## src/inc/sdbp_defs.svh

```systemverilog
`ifndef SDBP_DEFS_SVH
`define SDBP_DEFS_SVH
// ----------------------------------------
// clock and timing figures
// ----------------------------------------
`define SDBP_CLK_NS 20
`define SDBP_TWR_NS 15
`define SDBP_TRP_NS 18
`define SDBP_ROW_ACTIVE_MIN_TIME_NS 42
// least times round up to whole cycles
`define SDBP_CYC_UP(ns) (((ns) + `SDBP_CLK_NS - 1) / `SDBP_CLK_NS)
`define SDBP_WR_CYC `SDBP_CYC_UP(`SDBP_TWR_NS)
`define SDBP_RP_CYC `SDBP_CYC_UP(`SDBP_TRP_NS)
`define SDBP_RAS_CYC `SDBP_CYC_UP(`SDBP_ROW_ACTIVE_MIN_TIME_NS)
// ----------------------------------------
// register map
// ----------------------------------------
`define SDBP_CFG_OFS 12'h000
`define SDBP_STAT_OFS 12'h004
`define SDBP_CFG_RL_LSB 0
`define SDBP_CFG_BL_LSB 2
`define SDBP_CFG_WBM_BIT 5
`define SDBP_CFG_W 6
`define SDBP_CFG_RST 6'h0a
`define SDBP_BL_CONT 3'h7
`define SDBP_RL_THREE 2'h3
`endif

```

## src/inc/sdbp_pkg.sv

```systemverilog
package sdbp_pkg;
   // per-bank row state
   typedef enum logic [1:0] {
      SDBP_BK_IDLE = 2'b00,
      SDBP_BK_ACT = 2'b01,
      SDBP_BK_PRE = 2'b10
   } sdbp_bk_state_t;
   // {select_n, row_n, col_n, write_n}
   typedef enum logic [3:0] {
      SDBP_CMD_ACT = 4'b0011,
      SDBP_CMD_RD = 4'b0101,
      SDBP_CMD_WR = 4'b0100,
      SDBP_CMD_BST = 4'b0110,
      SDBP_CMD_PRE = 4'b0010,
      SDBP_CMD_NOP = 4'b0111
   } sdbp_cmd_t;
endpackage

```

## src/hw/sdbp_ctrl.sv

```systemverilog
`timescale 1ns/1ps
`include "sdbp_defs.svh"
module sdbp_ctrl
   import sdbp_pkg::*;
#(
   parameter int COL_W = 4,
   parameter int DQ_W = 16,
   parameter int WR_CYC = `SDBP_WR_CYC,
   parameter int RP_CYC = `SDBP_RP_CYC,
   parameter int RAS_CYC = `SDBP_RAS_CYC
) (
   input logic clk,
   input logic sys_rst,
   input logic psel,
   input logic penable,
   input logic pwrite,
   input logic [11:0] paddr,
   input logic [31:0] pwdata,
   output logic [31:0] prdata,
   output logic pready,
   output logic pslverr,
   input logic cs_n,
   input logic ras_n,
   input logic cas_n,
   input logic we_n,
   input logic addr_bit_ten,
   input logic [COL_W-1:0] col_addr,
   input logic bank_select_low,
   input logic bank_select_high,
   input logic [DQ_W/8-1:0] dqm,
   input logic [DQ_W-1:0] dq_in,
   output logic [DQ_W-1:0] dq_out,
   output logic [DQ_W/8-1:0] dq_oe
);
   import sdbp_pkg::*;
   localparam int NBY = DQ_W / 8;

   // ----------------------------------------
   // command decode
   // ----------------------------------------
   sdbp_cmd_t cmd;
   logic [1:0] bank_in;
   logic [3:0] bk_active;
   logic cmd_act, cmd_rd, cmd_wr, cmd_bst, cmd_pre, rd_ok, wr_ok;
   // deselected cycles fold onto an illegal code and do nothing
   assign cmd = sdbp_cmd_t'({cs_n, ras_n, cas_n, we_n});
   assign bank_in = {bank_select_high, bank_select_low};
   assign cmd_act = (cmd == SDBP_CMD_ACT);
   assign cmd_rd = (cmd == SDBP_CMD_RD);
   assign cmd_wr = (cmd == SDBP_CMD_WR);
   assign cmd_bst = (cmd == SDBP_CMD_BST);
   assign cmd_pre = (cmd == SDBP_CMD_PRE);
   // column access only to an open row
   assign rd_ok = cmd_rd && bk_active[bank_in];
   assign wr_ok = cmd_wr && bk_active[bank_in];

   // ----------------------------------------
   // configuration over apb
   // ----------------------------------------
   logic [`SDBP_CFG_W-1:0] cfg_r;
   logic [1:0] cfg_rl;
   logic [2:0] cfg_bl;
   logic cfg_wbm, bl_cont, wr_cont, ap_ok;
   logic [3:0] bl_len, wr_len;
   assign cfg_rl = cfg_r[`SDBP_CFG_RL_LSB +: 2];
   assign cfg_bl = cfg_r[`SDBP_CFG_BL_LSB +: 3];
   assign cfg_wbm = cfg_r[`SDBP_CFG_WBM_BIT];
   assign bl_cont = (cfg_bl == `SDBP_BL_CONT);
   assign bl_len = 4'h1 << cfg_bl[1:0];
   assign wr_len = cfg_wbm ? 4'h1 : bl_len;
   // single-write mode beats continuous for writes
   assign wr_cont = bl_cont && !cfg_wbm;
   assign ap_ok = addr_bit_ten && !bl_cont;

   // ----------------------------------------
   // write burst engine
   // ----------------------------------------
   logic wr_act_r, wr_ap_r, wr_cn_r;
   logic [1:0] wr_bank_r;
   logic [COL_W-1:0] wr_col_r;
   logic [3:0] wr_left_r;
   logic wr_stop, wr_go, wr_fin_old, wr_fin_new, mem_we;
   logic [COL_W+1:0] mem_wa;
   // any other column command or a precharge of this bank ends it
   assign wr_stop = cmd_rd || cmd_wr || cmd_bst
      || (cmd_pre && (addr_bit_ten || bank_in == wr_bank_r));
   assign wr_go = wr_act_r && !wr_stop;
   assign wr_fin_old = wr_act_r && (wr_stop || (!wr_cn_r && wr_left_r == 4'h1));
   assign wr_fin_new = wr_ok && wr_len == 4'h1;
   assign mem_we = wr_ok || wr_go;
   assign mem_wa = wr_ok ? {bank_in, col_addr} : {wr_bank_r, wr_col_r};

   // new write reloads, otherwise step the column
   always_ff @(posedge clk)
   begin
      if (sys_rst)
         wr_act_r <= 1'b0;
      else if (wr_ok)
      begin
         wr_act_r <= wr_cont || wr_len != 4'h1;
         wr_bank_r <= bank_in;
         wr_col_r <= COL_W'(col_addr + 1'b1);
         wr_left_r <= wr_len - 4'h1;
         wr_ap_r <= ap_ok;
         wr_cn_r <= wr_cont;
      end
      else if (wr_go)
      begin
         wr_act_r <= wr_cn_r || wr_left_r != 4'h1;
         wr_col_r <= COL_W'(wr_col_r + 1'b1);
         wr_left_r <= wr_left_r - 4'h1;
      end
      else
         wr_act_r <= 1'b0;
   end

   // ----------------------------------------
   // read burst engine
   // ----------------------------------------
   logic rd_act_r, rd_ap_r, rd_cn_r;
   logic [1:0] rd_bank_r;
   logic [COL_W-1:0] rd_col_r;
   logic [3:0] rd_left_r;
   logic rd_stop, rd_go, rd_fin_old, rd_fin_new, fetch;
   logic [COL_W+1:0] mem_ra;
   logic [DQ_W-1:0] mem_rd;
   // terminate is honoured only without auto precharge
   assign rd_stop = cmd_rd || cmd_wr || (cmd_bst && !rd_ap_r)
      || (cmd_pre && (addr_bit_ten || bank_in == rd_bank_r));
   assign rd_go = rd_act_r && !rd_stop;
   assign rd_fin_old = rd_act_r && (rd_stop || (!rd_cn_r && rd_left_r == 4'h1));
   assign rd_fin_new = rd_ok && bl_len == 4'h1 && !bl_cont;
   assign fetch = rd_ok || rd_go;
   assign mem_ra = rd_ok ? {bank_in, col_addr} : {rd_bank_r, rd_col_r};

   always_ff @(posedge clk)
   begin
      if (sys_rst)
         rd_act_r <= 1'b0;
      else if (rd_ok)
      begin
         rd_act_r <= bl_cont || bl_len != 4'h1;
         rd_bank_r <= bank_in;
         rd_col_r <= COL_W'(col_addr + 1'b1);
         rd_left_r <= bl_len - 4'h1;
         rd_ap_r <= ap_ok;
         rd_cn_r <= bl_cont;
      end
      else if (rd_go)
      begin
         rd_act_r <= rd_cn_r || rd_left_r != 4'h1;
         rd_col_r <= COL_W'(rd_col_r + 1'b1);
         rd_left_r <= rd_left_r - 4'h1;
      end
      else
         rd_act_r <= 1'b0;
   end

   sdbp_mem #(
      .AW(COL_W + 2),
      .DW(DQ_W)
   ) u_mem (
      .clk(clk),
      .wr_en(mem_we),
      .wr_addr(mem_wa),
      .wr_be(~dqm),
      .wr_data(dq_in),
      .rd_addr(mem_ra),
      .rd_data(mem_rd)
   );

   // ----------------------------------------
   // read data pipeline
   // ----------------------------------------
   logic fv_r, d1_v_r, d2_v_r, src_v;
   logic [DQ_W-1:0] d1_r, d2_r, src_d, dq_out_r;
   logic [NBY-1:0] dqm_d1_r, dqm_d2_r, dq_oe_r;
   // a registered write drops whatever read data is in flight
   assign src_v = (cfg_rl == `SDBP_RL_THREE) ? d2_v_r : d1_v_r;
   assign src_d = (cfg_rl == `SDBP_RL_THREE) ? d2_r : d1_r;
   always_ff @(posedge clk)
   begin
      if (sys_rst)
      begin
         fv_r <= 1'b0;
         d1_v_r <= 1'b0;
         d2_v_r <= 1'b0;
         dqm_d1_r <= '0;
         dqm_d2_r <= '0;
         dq_oe_r <= '0;
         dq_out_r <= '0;
      end
      else
      begin
         fv_r <= fetch;
         d1_v_r <= fv_r && !cmd_wr;
         d2_v_r <= d1_v_r && !cmd_wr;
         d1_r <= mem_rd;
         d2_r <= d1_r;
         dqm_d1_r <= dqm;
         dqm_d2_r <= dqm_d1_r;
         dq_oe_r <= (src_v && !cmd_wr) ? ~dqm_d2_r : '0;
         dq_out_r <= src_d;
      end
   end
   assign dq_out = dq_out_r;
   assign dq_oe = dq_oe_r;

   // ----------------------------------------
   // per-bank state and timers
   // ----------------------------------------
   sdbp_bk_state_t bk_state_r [4];
   sdbp_bk_state_t bk_state_nxt [4];
   logic [3:0] ap_fire;
   logic [7:0] stat_bk;
   for (genvar b = 0; b < 4; b++)
   begin : g_bank
      logic [3:0] ras_cnt_r, rp_cnt_r, wrec_r;
      logic apq_r, act_hit, pre_hit, rd_ap, wr_ap, ap_set, ras_ok;
      assign act_hit = cmd_act && bank_in == 2'(b);
      assign pre_hit = cmd_pre && (addr_bit_ten || bank_in == 2'(b));
      // read end or interruption by any column command
      assign rd_ap = (rd_fin_old && rd_ap_r && rd_bank_r == 2'(b))
         || (rd_fin_new && ap_ok && bank_in == 2'(b));
      // write end or interruption starts recovery
      assign wr_ap = (wr_fin_old && wr_ap_r && wr_bank_r == 2'(b))
         || (wr_fin_new && ap_ok && bank_in == 2'(b));
      assign ap_set = rd_ap || wrec_r == 4'h1;
      assign ras_ok = ras_cnt_r >= 4'(RAS_CYC - 1);
      assign ap_fire[b] = (apq_r || ap_set) && ras_ok
         && bk_state_r[b] == SDBP_BK_ACT;
      assign bk_active[b] = bk_state_r[b] == SDBP_BK_ACT;
      assign stat_bk[2*b +: 2] = bk_state_r[b];

      always_comb
      begin
         bk_state_nxt[b] = bk_state_r[b];
         unique case (bk_state_r[b])
            SDBP_BK_IDLE:
               if (act_hit)
                  bk_state_nxt[b] = SDBP_BK_ACT;
            SDBP_BK_ACT:
               if (pre_hit || ap_fire[b])
                  bk_state_nxt[b] = SDBP_BK_PRE;
            SDBP_BK_PRE:
               if (rp_cnt_r <= 4'h1)
                  bk_state_nxt[b] = SDBP_BK_IDLE;
            default:
               bk_state_nxt[b] = SDBP_BK_IDLE;
         endcase
      end

      // lock-out defers a request rather than dropping it
      always_ff @(posedge clk)
      begin
         if (sys_rst)
         begin
            bk_state_r[b] <= SDBP_BK_IDLE;
            ras_cnt_r <= '0;
            rp_cnt_r <= '0;
            wrec_r <= '0;
            apq_r <= 1'b0;
         end
         else
         begin
            bk_state_r[b] <= bk_state_nxt[b];
            ras_cnt_r <= act_hit ? 4'h0 : (ras_ok ? ras_cnt_r : ras_cnt_r + 4'h1);
            rp_cnt_r <= (bk_state_nxt[b] == SDBP_BK_PRE && bk_state_r[b] == SDBP_BK_ACT)
               ? 4'(RP_CYC) : (rp_cnt_r != 4'h0 ? rp_cnt_r - 4'h1 : 4'h0);
            wrec_r <= wr_ap ? 4'(WR_CYC) : (wrec_r != 4'h0 ? wrec_r - 4'h1 : 4'h0);
            apq_r <= (apq_r || ap_set) && !ap_fire[b]
               && bk_state_nxt[b] == SDBP_BK_ACT;
         end
      end

   end

   // ----------------------------------------
   // apb slave
   // ----------------------------------------
   logic pready_r, pslverr_r, apb_acc, apb_done, sel_cfg, sel_stat;
   logic [31:0] prdata_r, rd_mux;
   assign apb_acc = psel && penable;
   assign apb_done = apb_acc && pready_r;
   assign sel_cfg = paddr == `SDBP_CFG_OFS;
   assign sel_stat = paddr == `SDBP_STAT_OFS;
   assign rd_mux = sel_cfg ? {26'h0, cfg_r}
      : (sel_stat ? {22'h0, wr_act_r, rd_act_r, stat_bk} : 32'h0);
   // one wait state, so data and error come from flops
   always_ff @(posedge clk)
   begin
      if (sys_rst)
      begin
         pready_r <= 1'b0;
         pslverr_r <= 1'b0;
         prdata_r <= '0;
         cfg_r <= `SDBP_CFG_RST;
      end
      else
      begin
         pready_r <= apb_acc && !pready_r;
         pslverr_r <= apb_acc && !pready_r && !sel_cfg && !sel_stat;
         prdata_r <= (apb_acc && !pready_r && !pwrite) ? rd_mux : 32'h0;
         if (apb_done && pwrite && sel_cfg)
            cfg_r <= pwdata[`SDBP_CFG_W-1:0];
      end
   end
   assign pready = pready_r;
   assign pslverr = pslverr_r;
   assign prdata = prdata_r;
endmodule

```

## src/hw/sdbp_mem.sv

```systemverilog
`timescale 1ns/1ps
// little array, byte-lane writes, registered read data
module sdbp_mem #(
   parameter int AW = 6,
   parameter int DW = 16
) (
   input logic clk,
   input logic wr_en,
   input logic [AW-1:0] wr_addr,
   input logic [DW/8-1:0] wr_be,
   input logic [DW-1:0] wr_data,
   input logic [AW-1:0] rd_addr,
   output logic [DW-1:0] rd_data
);
   logic [DW-1:0] mem [2**AW];
   // one lane per byte so masked bytes keep old contents
   for (genvar i = 0; i < DW/8; i++)
   begin : g_lane
      always_ff @(posedge clk)
      begin
         if (wr_en && wr_be[i])
            mem[wr_addr][8*i +: 8] <= wr_data[8*i +: 8];
      end
   end
   always_ff @(posedge clk)
   begin
      rd_data <= mem[rd_addr];
   end
endmodule

```

## config.mk

```make
export PLATFORM = sky130hd
export DESIGN_NAME = sdbp_ctrl
export DESIGN_NICKNAME = d
export VERILOG_FILES = /design/src/inc/sdbp_pkg.sv /design/src/hw/sdbp_ctrl.sv /design/src/hw/sdbp_mem.sv
export VERILOG_INCLUDE_DIRS = /design/src /design/src/inc
export SDC_FILE = /design/constraint.sdc
export NUM_CORES = 1
export LEC_CHECK = 0
export ABC_CLOCK_PERIOD_IN_PS = 3230
export BUFFER_PORTS_ARGS = -buffer_cell sky130_fd_sc_hd__buf_2
export CORE_MARGIN = 1
export CORE_UTILIZATION = 55
export DETAILED_ROUTE_END_ITERATION = 8
export PLACE_DENSITY = 0.74
export SLEW_MARGIN = 20
export SYNTH_ARGS = -nofsm -noshare
export SYNTH_HDL_FRONTEND = slang
export SYNTH_SLANG_ARGS = --single-unit
```

## constraint.sdc

```tcl
create_clock -name clk -period 3.23 [get_ports clk]
set_input_delay 0.323 -clock clk [delete_from_list [all_inputs] [get_ports clk]]
set_output_delay 0.323 -clock clk [all_outputs]
set_load 0.05 [all_outputs]
```

### After elaboration in Yosys (flattened, before gate mapping)

Memories as Yosys holds them, arrays and structs flattened. A register that Yosys moved wholly into a read port is not among the register bits.
Cells that the tools add are included.

| cells by class | value |
|---|---|
| add/sub/neg operators | 19 |
| magnitude comparators | 9 |
| eq/ne operators | 47 |
| shifts and indexed selects | 1 |
| mux-type cells | 64 |
| bitwise gates (word level) | 18 |
| reduce and logical (&&, ||, !) cells | 170 |

Operator list:

| cell | number |
|---|---|
| 1-bit logical AND | 77 |
| 4-bit by 1-bit subtractor with 4-bit output (second input constant) | 12 |
| 1-bit logical OR | 39 |
| 4-bit two-way mux | 9 |
| 4-bit by 1-bit equality test with 1-bit output (second input constant) | 8 |
| 2-bit two-way mux | 16 |
| 4-bit nonzero test | 8 |
| 2-bit equality test (second input constant) | 15 |
| 1-bit two-way mux | 29 |
| 4-bit by 1-bit adder with 4-bit output (second input constant) | 7 |
| 3-bit OR reduction | 9 |
| 6-bit two-way mux | 4 |
| 2-bit case mux with 3 select lines | 4 |
| 2-bit by 1-bit equality test with 1-bit output (second input constant) | 11 |
| 4-bit by 2-bit >= comparator with 1-bit output (second input constant) | 4 |
| 4-bit by 1-bit <= comparator with 1-bit output (second input constant) | 4 |
| 1-bit logical NOT | 16 |
| 16-bit two-way mux | 1 |
| 4-bit by 1-bit inequality test with 1-bit output (second input constant) | 4 |
| 2-bit logical NOT | 7 |
| 12-bit by 3-bit equality test with 1-bit output (second input constant) | 1 |
| 4-bit by 3-bit equality test with 1-bit output (second input constant) | 3 |
| 12-bit logical NOT | 1 |
| 1-bit NOT | 12 |
| 12 further kinds | 27 |

| storage, ports and cells | value |
|---|---|
| flip-flop bits (word level) | 175 |
| bits in writable memories | 1032 |
| input bits | 78 |
| output and inout port bits | 52 |
| logic and storage cells | 381 |
| memories | 2 |

Memory list:

| name | words | bits a word | read ports | clocked after memory_dff | write ports | line | source |
|---|---|---|---|---|---|---|---|
| u_mem.mem | 64 | 16 | 1 | 1 | 1 | sdbp_mem.sv:15 | `logic [DW-1:0] mem [2**AW];` |
| bk_state_r | 4 | 2 | 4 | 0 | 4 | sdbp_ctrl.sv:212 | `sdbp_bk_state_t bk_state_r [4];` |

### Logic depth before layout (Yosys ltp)

An unclocked memory read counts as a cell.

| depth | value |
|---|---|
| word-level depth | 20 |
| gate-level depth with buffers | 14 |
| mapped depth without buffers | 9 |

### Cells and area by module

Synthesis repeated with hierarchy kept, for this count alone.

| unflattened totals | value |
|---|---|
| cell total of the unflattened synthesis | 2627 |
| area total of the unflattened synthesis | 47665.7 µm² |

By module, submodules not included:

| module | times used | cells an instance | area each (µm²) | sequential area each (µm²) |
|---|---|---|---|---|
| sdbp_mem | 1 | 1906 | 40321.2 | 31069.8 |
| sdbp_ctrl | 1 | 721 | 7344.5 | 3783.6 |

### Least setup slack after synthesis

Ideal clock, no wire load.

| timing | value |
|---|---|
| path kind | reg-to-reg |
| start | memory bk_state_r[3][1] (netlist bit) |
| end | memory u_mem.mem[25][0], enable pin |
| setup time | 0.370 ns |
| arrival time | 2.835 ns |
| required time | 2.860 ns |
| path slack | 0.025 ns |
| cell stages (with the launch flop) | 11 |
| buffers on the path | 3 |
| clock period less this slack | 3.205 ns |
| path through | dfxtp_1 > and2b_1 > mux4_2 > buf_6 > nand2_2 > mux2i_1 > nand2b_1 > clkbuf_1 > or3_1 > clkbuf_1 > nor2_1 |

RTL lines:

| element | line |
|---|---|
| start, declared | sdbp_ctrl.sv:212 |
| end, declared | sdbp_mem.sv:15 |

==> metrics.md <==
| Metric | Value |
|---|---|
| Layout area overhead | `18.60%` |
| Initial cell density of the core | `55.44%` |
| Core ar. | `0.08824 mm2` |
| Clock power frac | `41.7%` |
| Mapped Cells | `3595` |
| Total grt overflow | `0` |
| H-tree Lvls | `3` |
| Pwr Total | `32.63 mW` |
| Die ar. | `0.09014 mm2` |
| Hold WC Path Type | `in -> reg` |
| Router iterations before antenna repair | `6` |
| Clock Path Buffers | `3` |
| Commonest cells in the netlist | `edfxtp_1 (1080), nand2_1 (322), nand3_1 (246)` |
| Fin crit share | `99.61%` |
| Final Hold Violating Endpoints | `0` |
| Int Power | `25.65 mW` |
| Post-synth design cell area | `0.04892 mm2` |
| 1st-iter DRT viols | `5044` |
| Worst Path Max Fanout | `8` |
| Cell taking the most area after synthesis | `edfxtp_1` |
| GRT Util Overall | `28.45%` |
| Setup ws final | `0.01251 ns` |
| Antenna-violating nets left | `0` |
| Min Tclk post-route | `3.217 ns` |
| Clock Sinks | `1201` |
| Max Cap Viol | `0` |
| Fin nets | `4076` |
| Vias per cell | `6.313` |
| Max VDD drop | `0.5878 mV` |
| Ports | `130` |
| Largest cells by area after synthesis | `edfxtp_1 (66%), dfxtp_1 (5.0%), nand3_1 (2.5%)` |
| Worst-path clk slew | `0.06 ns` |
| Worst skew pair latency | `0.70 ns` |
| Net load switching power | `6.981 mW` |
| Slew headroom | `36.75%` |
| Switching share of power | `21.39%` |
| Slew @ Worst Pin | `0.9487 ns` |
| Worst Clk Skew | `0.02656 ns` |
| WL/cell | `25.20 um` |
| Lkg Pwr | `20.28 nW` |
| Critical path startpoint category | `flop` |
| Post-synth top flop | `edfxtp_1` |
| # setup viols final | `0` |
| CTS tree | `yes` |
| CP required | `3.78 ns` |
| Synth Warn # | `0` |
| Crit path arrival time | `3.77 ns` |
| FP Rows | `109` |
| Syn Area/Cell | `13.61 um2` |
| Nature of the critical path endpoint | `flop` |
| Port Buf Inserts | `81` |
| Crit Path Category | `reg -> reg` |
| Die height | `300.2 um` |
| Share of total power in combinational logic | `5.2%` |
| RSZ-0062 raised after global routing | `yes` |
| Initial antenna violation count | `14` |
| Seq/Total Area, Yosys | `71.25%` |
| DP HPWL | `81220 um` |
| Core Util, Final | `65.75%` |
| Pin count of the biggest net entering global routing | `170` |
| First-pass GRT wire length | `192500 um` |
| DP Worst Slack | `-0.2031 ns` |
| CTS Buf Count | `116` |
| P per Cell Area | `562.5 mW/mm2` |
| Vias in the first global route | `31330` |
| Synth top area share | `66.30%` |
| Vias | `33010` |
| Status | `complete, no violations` |
| Final Wtd Congestion | `0.9322` |
| CTS root buf | `clkbuf_16` |
| Ys async rst share | `0%` |
| Die Width | `300.2 um` |
| Max-slew violations | `0` |
| Max Freq | `310.8 MHz` |
| Share of post-route cells with drive strength above 1 | `20.78%` |
| Wirelength, routed | `131800 um` |
| Register bit total from synthesis | `1201` |
| DRC | `0` |
| Sequential share of power | `53.2%` |
| Cell with the most instances after synthesis | `edfxtp_1` |
| Post-synth EDFFs | `1080` |
| Synth cell types | `72` |
[power groups by stage]
stage | clock (mW) | sequential [mW] | combinational, mW
4_1_cts | 13.7 | 17.4 | 1.68
3_3_place_gp | 0 | 17.7 | 1.59
3_5_place_dp | 0 | 17.7 | 1.65
6_report | 13.6 | 17.4 | 1.68
5_1_grt | 14.3 | 17.4 | 1.90
2_1_floorplan | 0 | 17.7 | 1.10
[stage by stage]
step           TNS [ns]  hold slack (ns)  std cells  cell area [um2]
2_1_floorplan         0           0.3682       3616            48990
3_3_place_gp     -2.833           0.3750       4981            53200
3_5_place_dp     -5.668           0.3770       4981            53200
4_1_cts         -0.4213         0.006993       5209            57450
5_1_grt         -0.3838          0.02031       5227            58010
6_report              0         0.008092       5229            58020
[cell type report]
type	instances	area, um2
Inverter	45	181.4
Clock inverter	66	646.9
Timing Repair Buffer	507	4448
Tap cell	1165	1458
Clock buffer	150	3196
Fill cell	5978	30220
Antenna cell	7	17.52
Multi-Input combinational cell	2088	13220
Sequential cell	1201	34850
[metal layers]
| layer | up-vias | global-route usage (%) | wire length (um) |
|---|---|---|---|
| met5 | - | 0 | 81 |
| met4 | 12 | 9.840 | 4431 |
| met3 | 288 | 6.503 | 15470 |
| met2 | 2056 | 44.94 | 61750 |
| met1 | 16200 | 38.98 | 50030 |
| li1 | 14460 | - | - |
[path summary, 6_finish.rpt]
kind	start	endpoint	slack, ns	cells after the start
worst max register to register	bk_state_r[3][1]	u_mem.rd_data[11]	0.01	10
worst min-delay path	dq_in[5]	u_mem.mem[54][5]	0.008	1
worst min register to register	dqm_d2_r[0]	dq_oe[0]	0.39	1
worst max-delay path	bk_state_r[3][1]	u_mem.rd_data[11]	0.01	10
[cell families after synthesis]
logic type               share of synthesized area, %
XOR/XNOR                                       0.6267
flip-flops                                      71.25
AO/OA/AOI/OAI                                   10.87
buffers and inverters                           3.052
adder cells (fa/ha/maj)                        0.9976
multiplexers                                    3.504
AND/OR/NAND/NOR                                 9.694
other                                        0.007666
[sequential cells by signal, summed over array words and instances, names as in the netlist, 8 cells and up, named ones only]
register / cells
u_mem.mem: 1024
g_bank.ras_cnt_r: 16
prdata: 10
g_bank.rp_cnt_r: 16
bk_state_r: 8
dq_out: 16
g_bank.wrec_r: 16
d2_r: 16
u_mem.rd_data: 16
d1_r: 16
[worst max-delay path, cell delays in order (launching register included)]
cell and delay [ns]:
dfxtp_1 0.35, and2b_1 0.21, mux4_2 0.61, nand3_4 0.17
nand2_4 0.10, clkinv_8 0.12, buf_4 0.20, mux2_2 0.36
a2111o_1 0.51, a32oi_2 0.29, nand4_1 0.15
[what timing repair did]
| item | in CTS | in global routing |
|---|---|---|
| pin swaps | 2 | 9 |
| setup endpoints to repair | 144 | 658 |
| endpoints found under the hold margin | 9 | 0 |
| gates resized for setup | 57 | 81 |
| cloned | 3 | 4 |
| hold buffers | 9 | 0 |
| buffers inserted | 0 | 9 |
[layout by cell type, fill, tap and decap left out, types with 16 or more instances in the layout]
cell type     n
edfxtp_1   1080
buf_4       357
nand2_1     321
nand3_1     246
o21ai_0     218
nor2_1      203
a21oi_1     190
clkbuf_16   124
dfxtp_1     121
mux2i_1     103
buf_2        79
and3_1       66
a31oi_1      58
mux2_2       50
a32oi_1      45
inv_1        43
a211oi_1     43
ha_1         39
buf_12       39
a21o_1       32
xnor2_1      30
nor4_1       28
nor3_1       24
conb_1       22
clkinv_2     22
clkbuf_1     22
clkinv_1     20
nand4_1      19
a222oi_1     18
nand2b_1     17
a2111oi_2    17
o2111ai_1    17
a31o_2       16
a2111o_1     16
No activity file was read; power rests on OpenSTA's default activity.
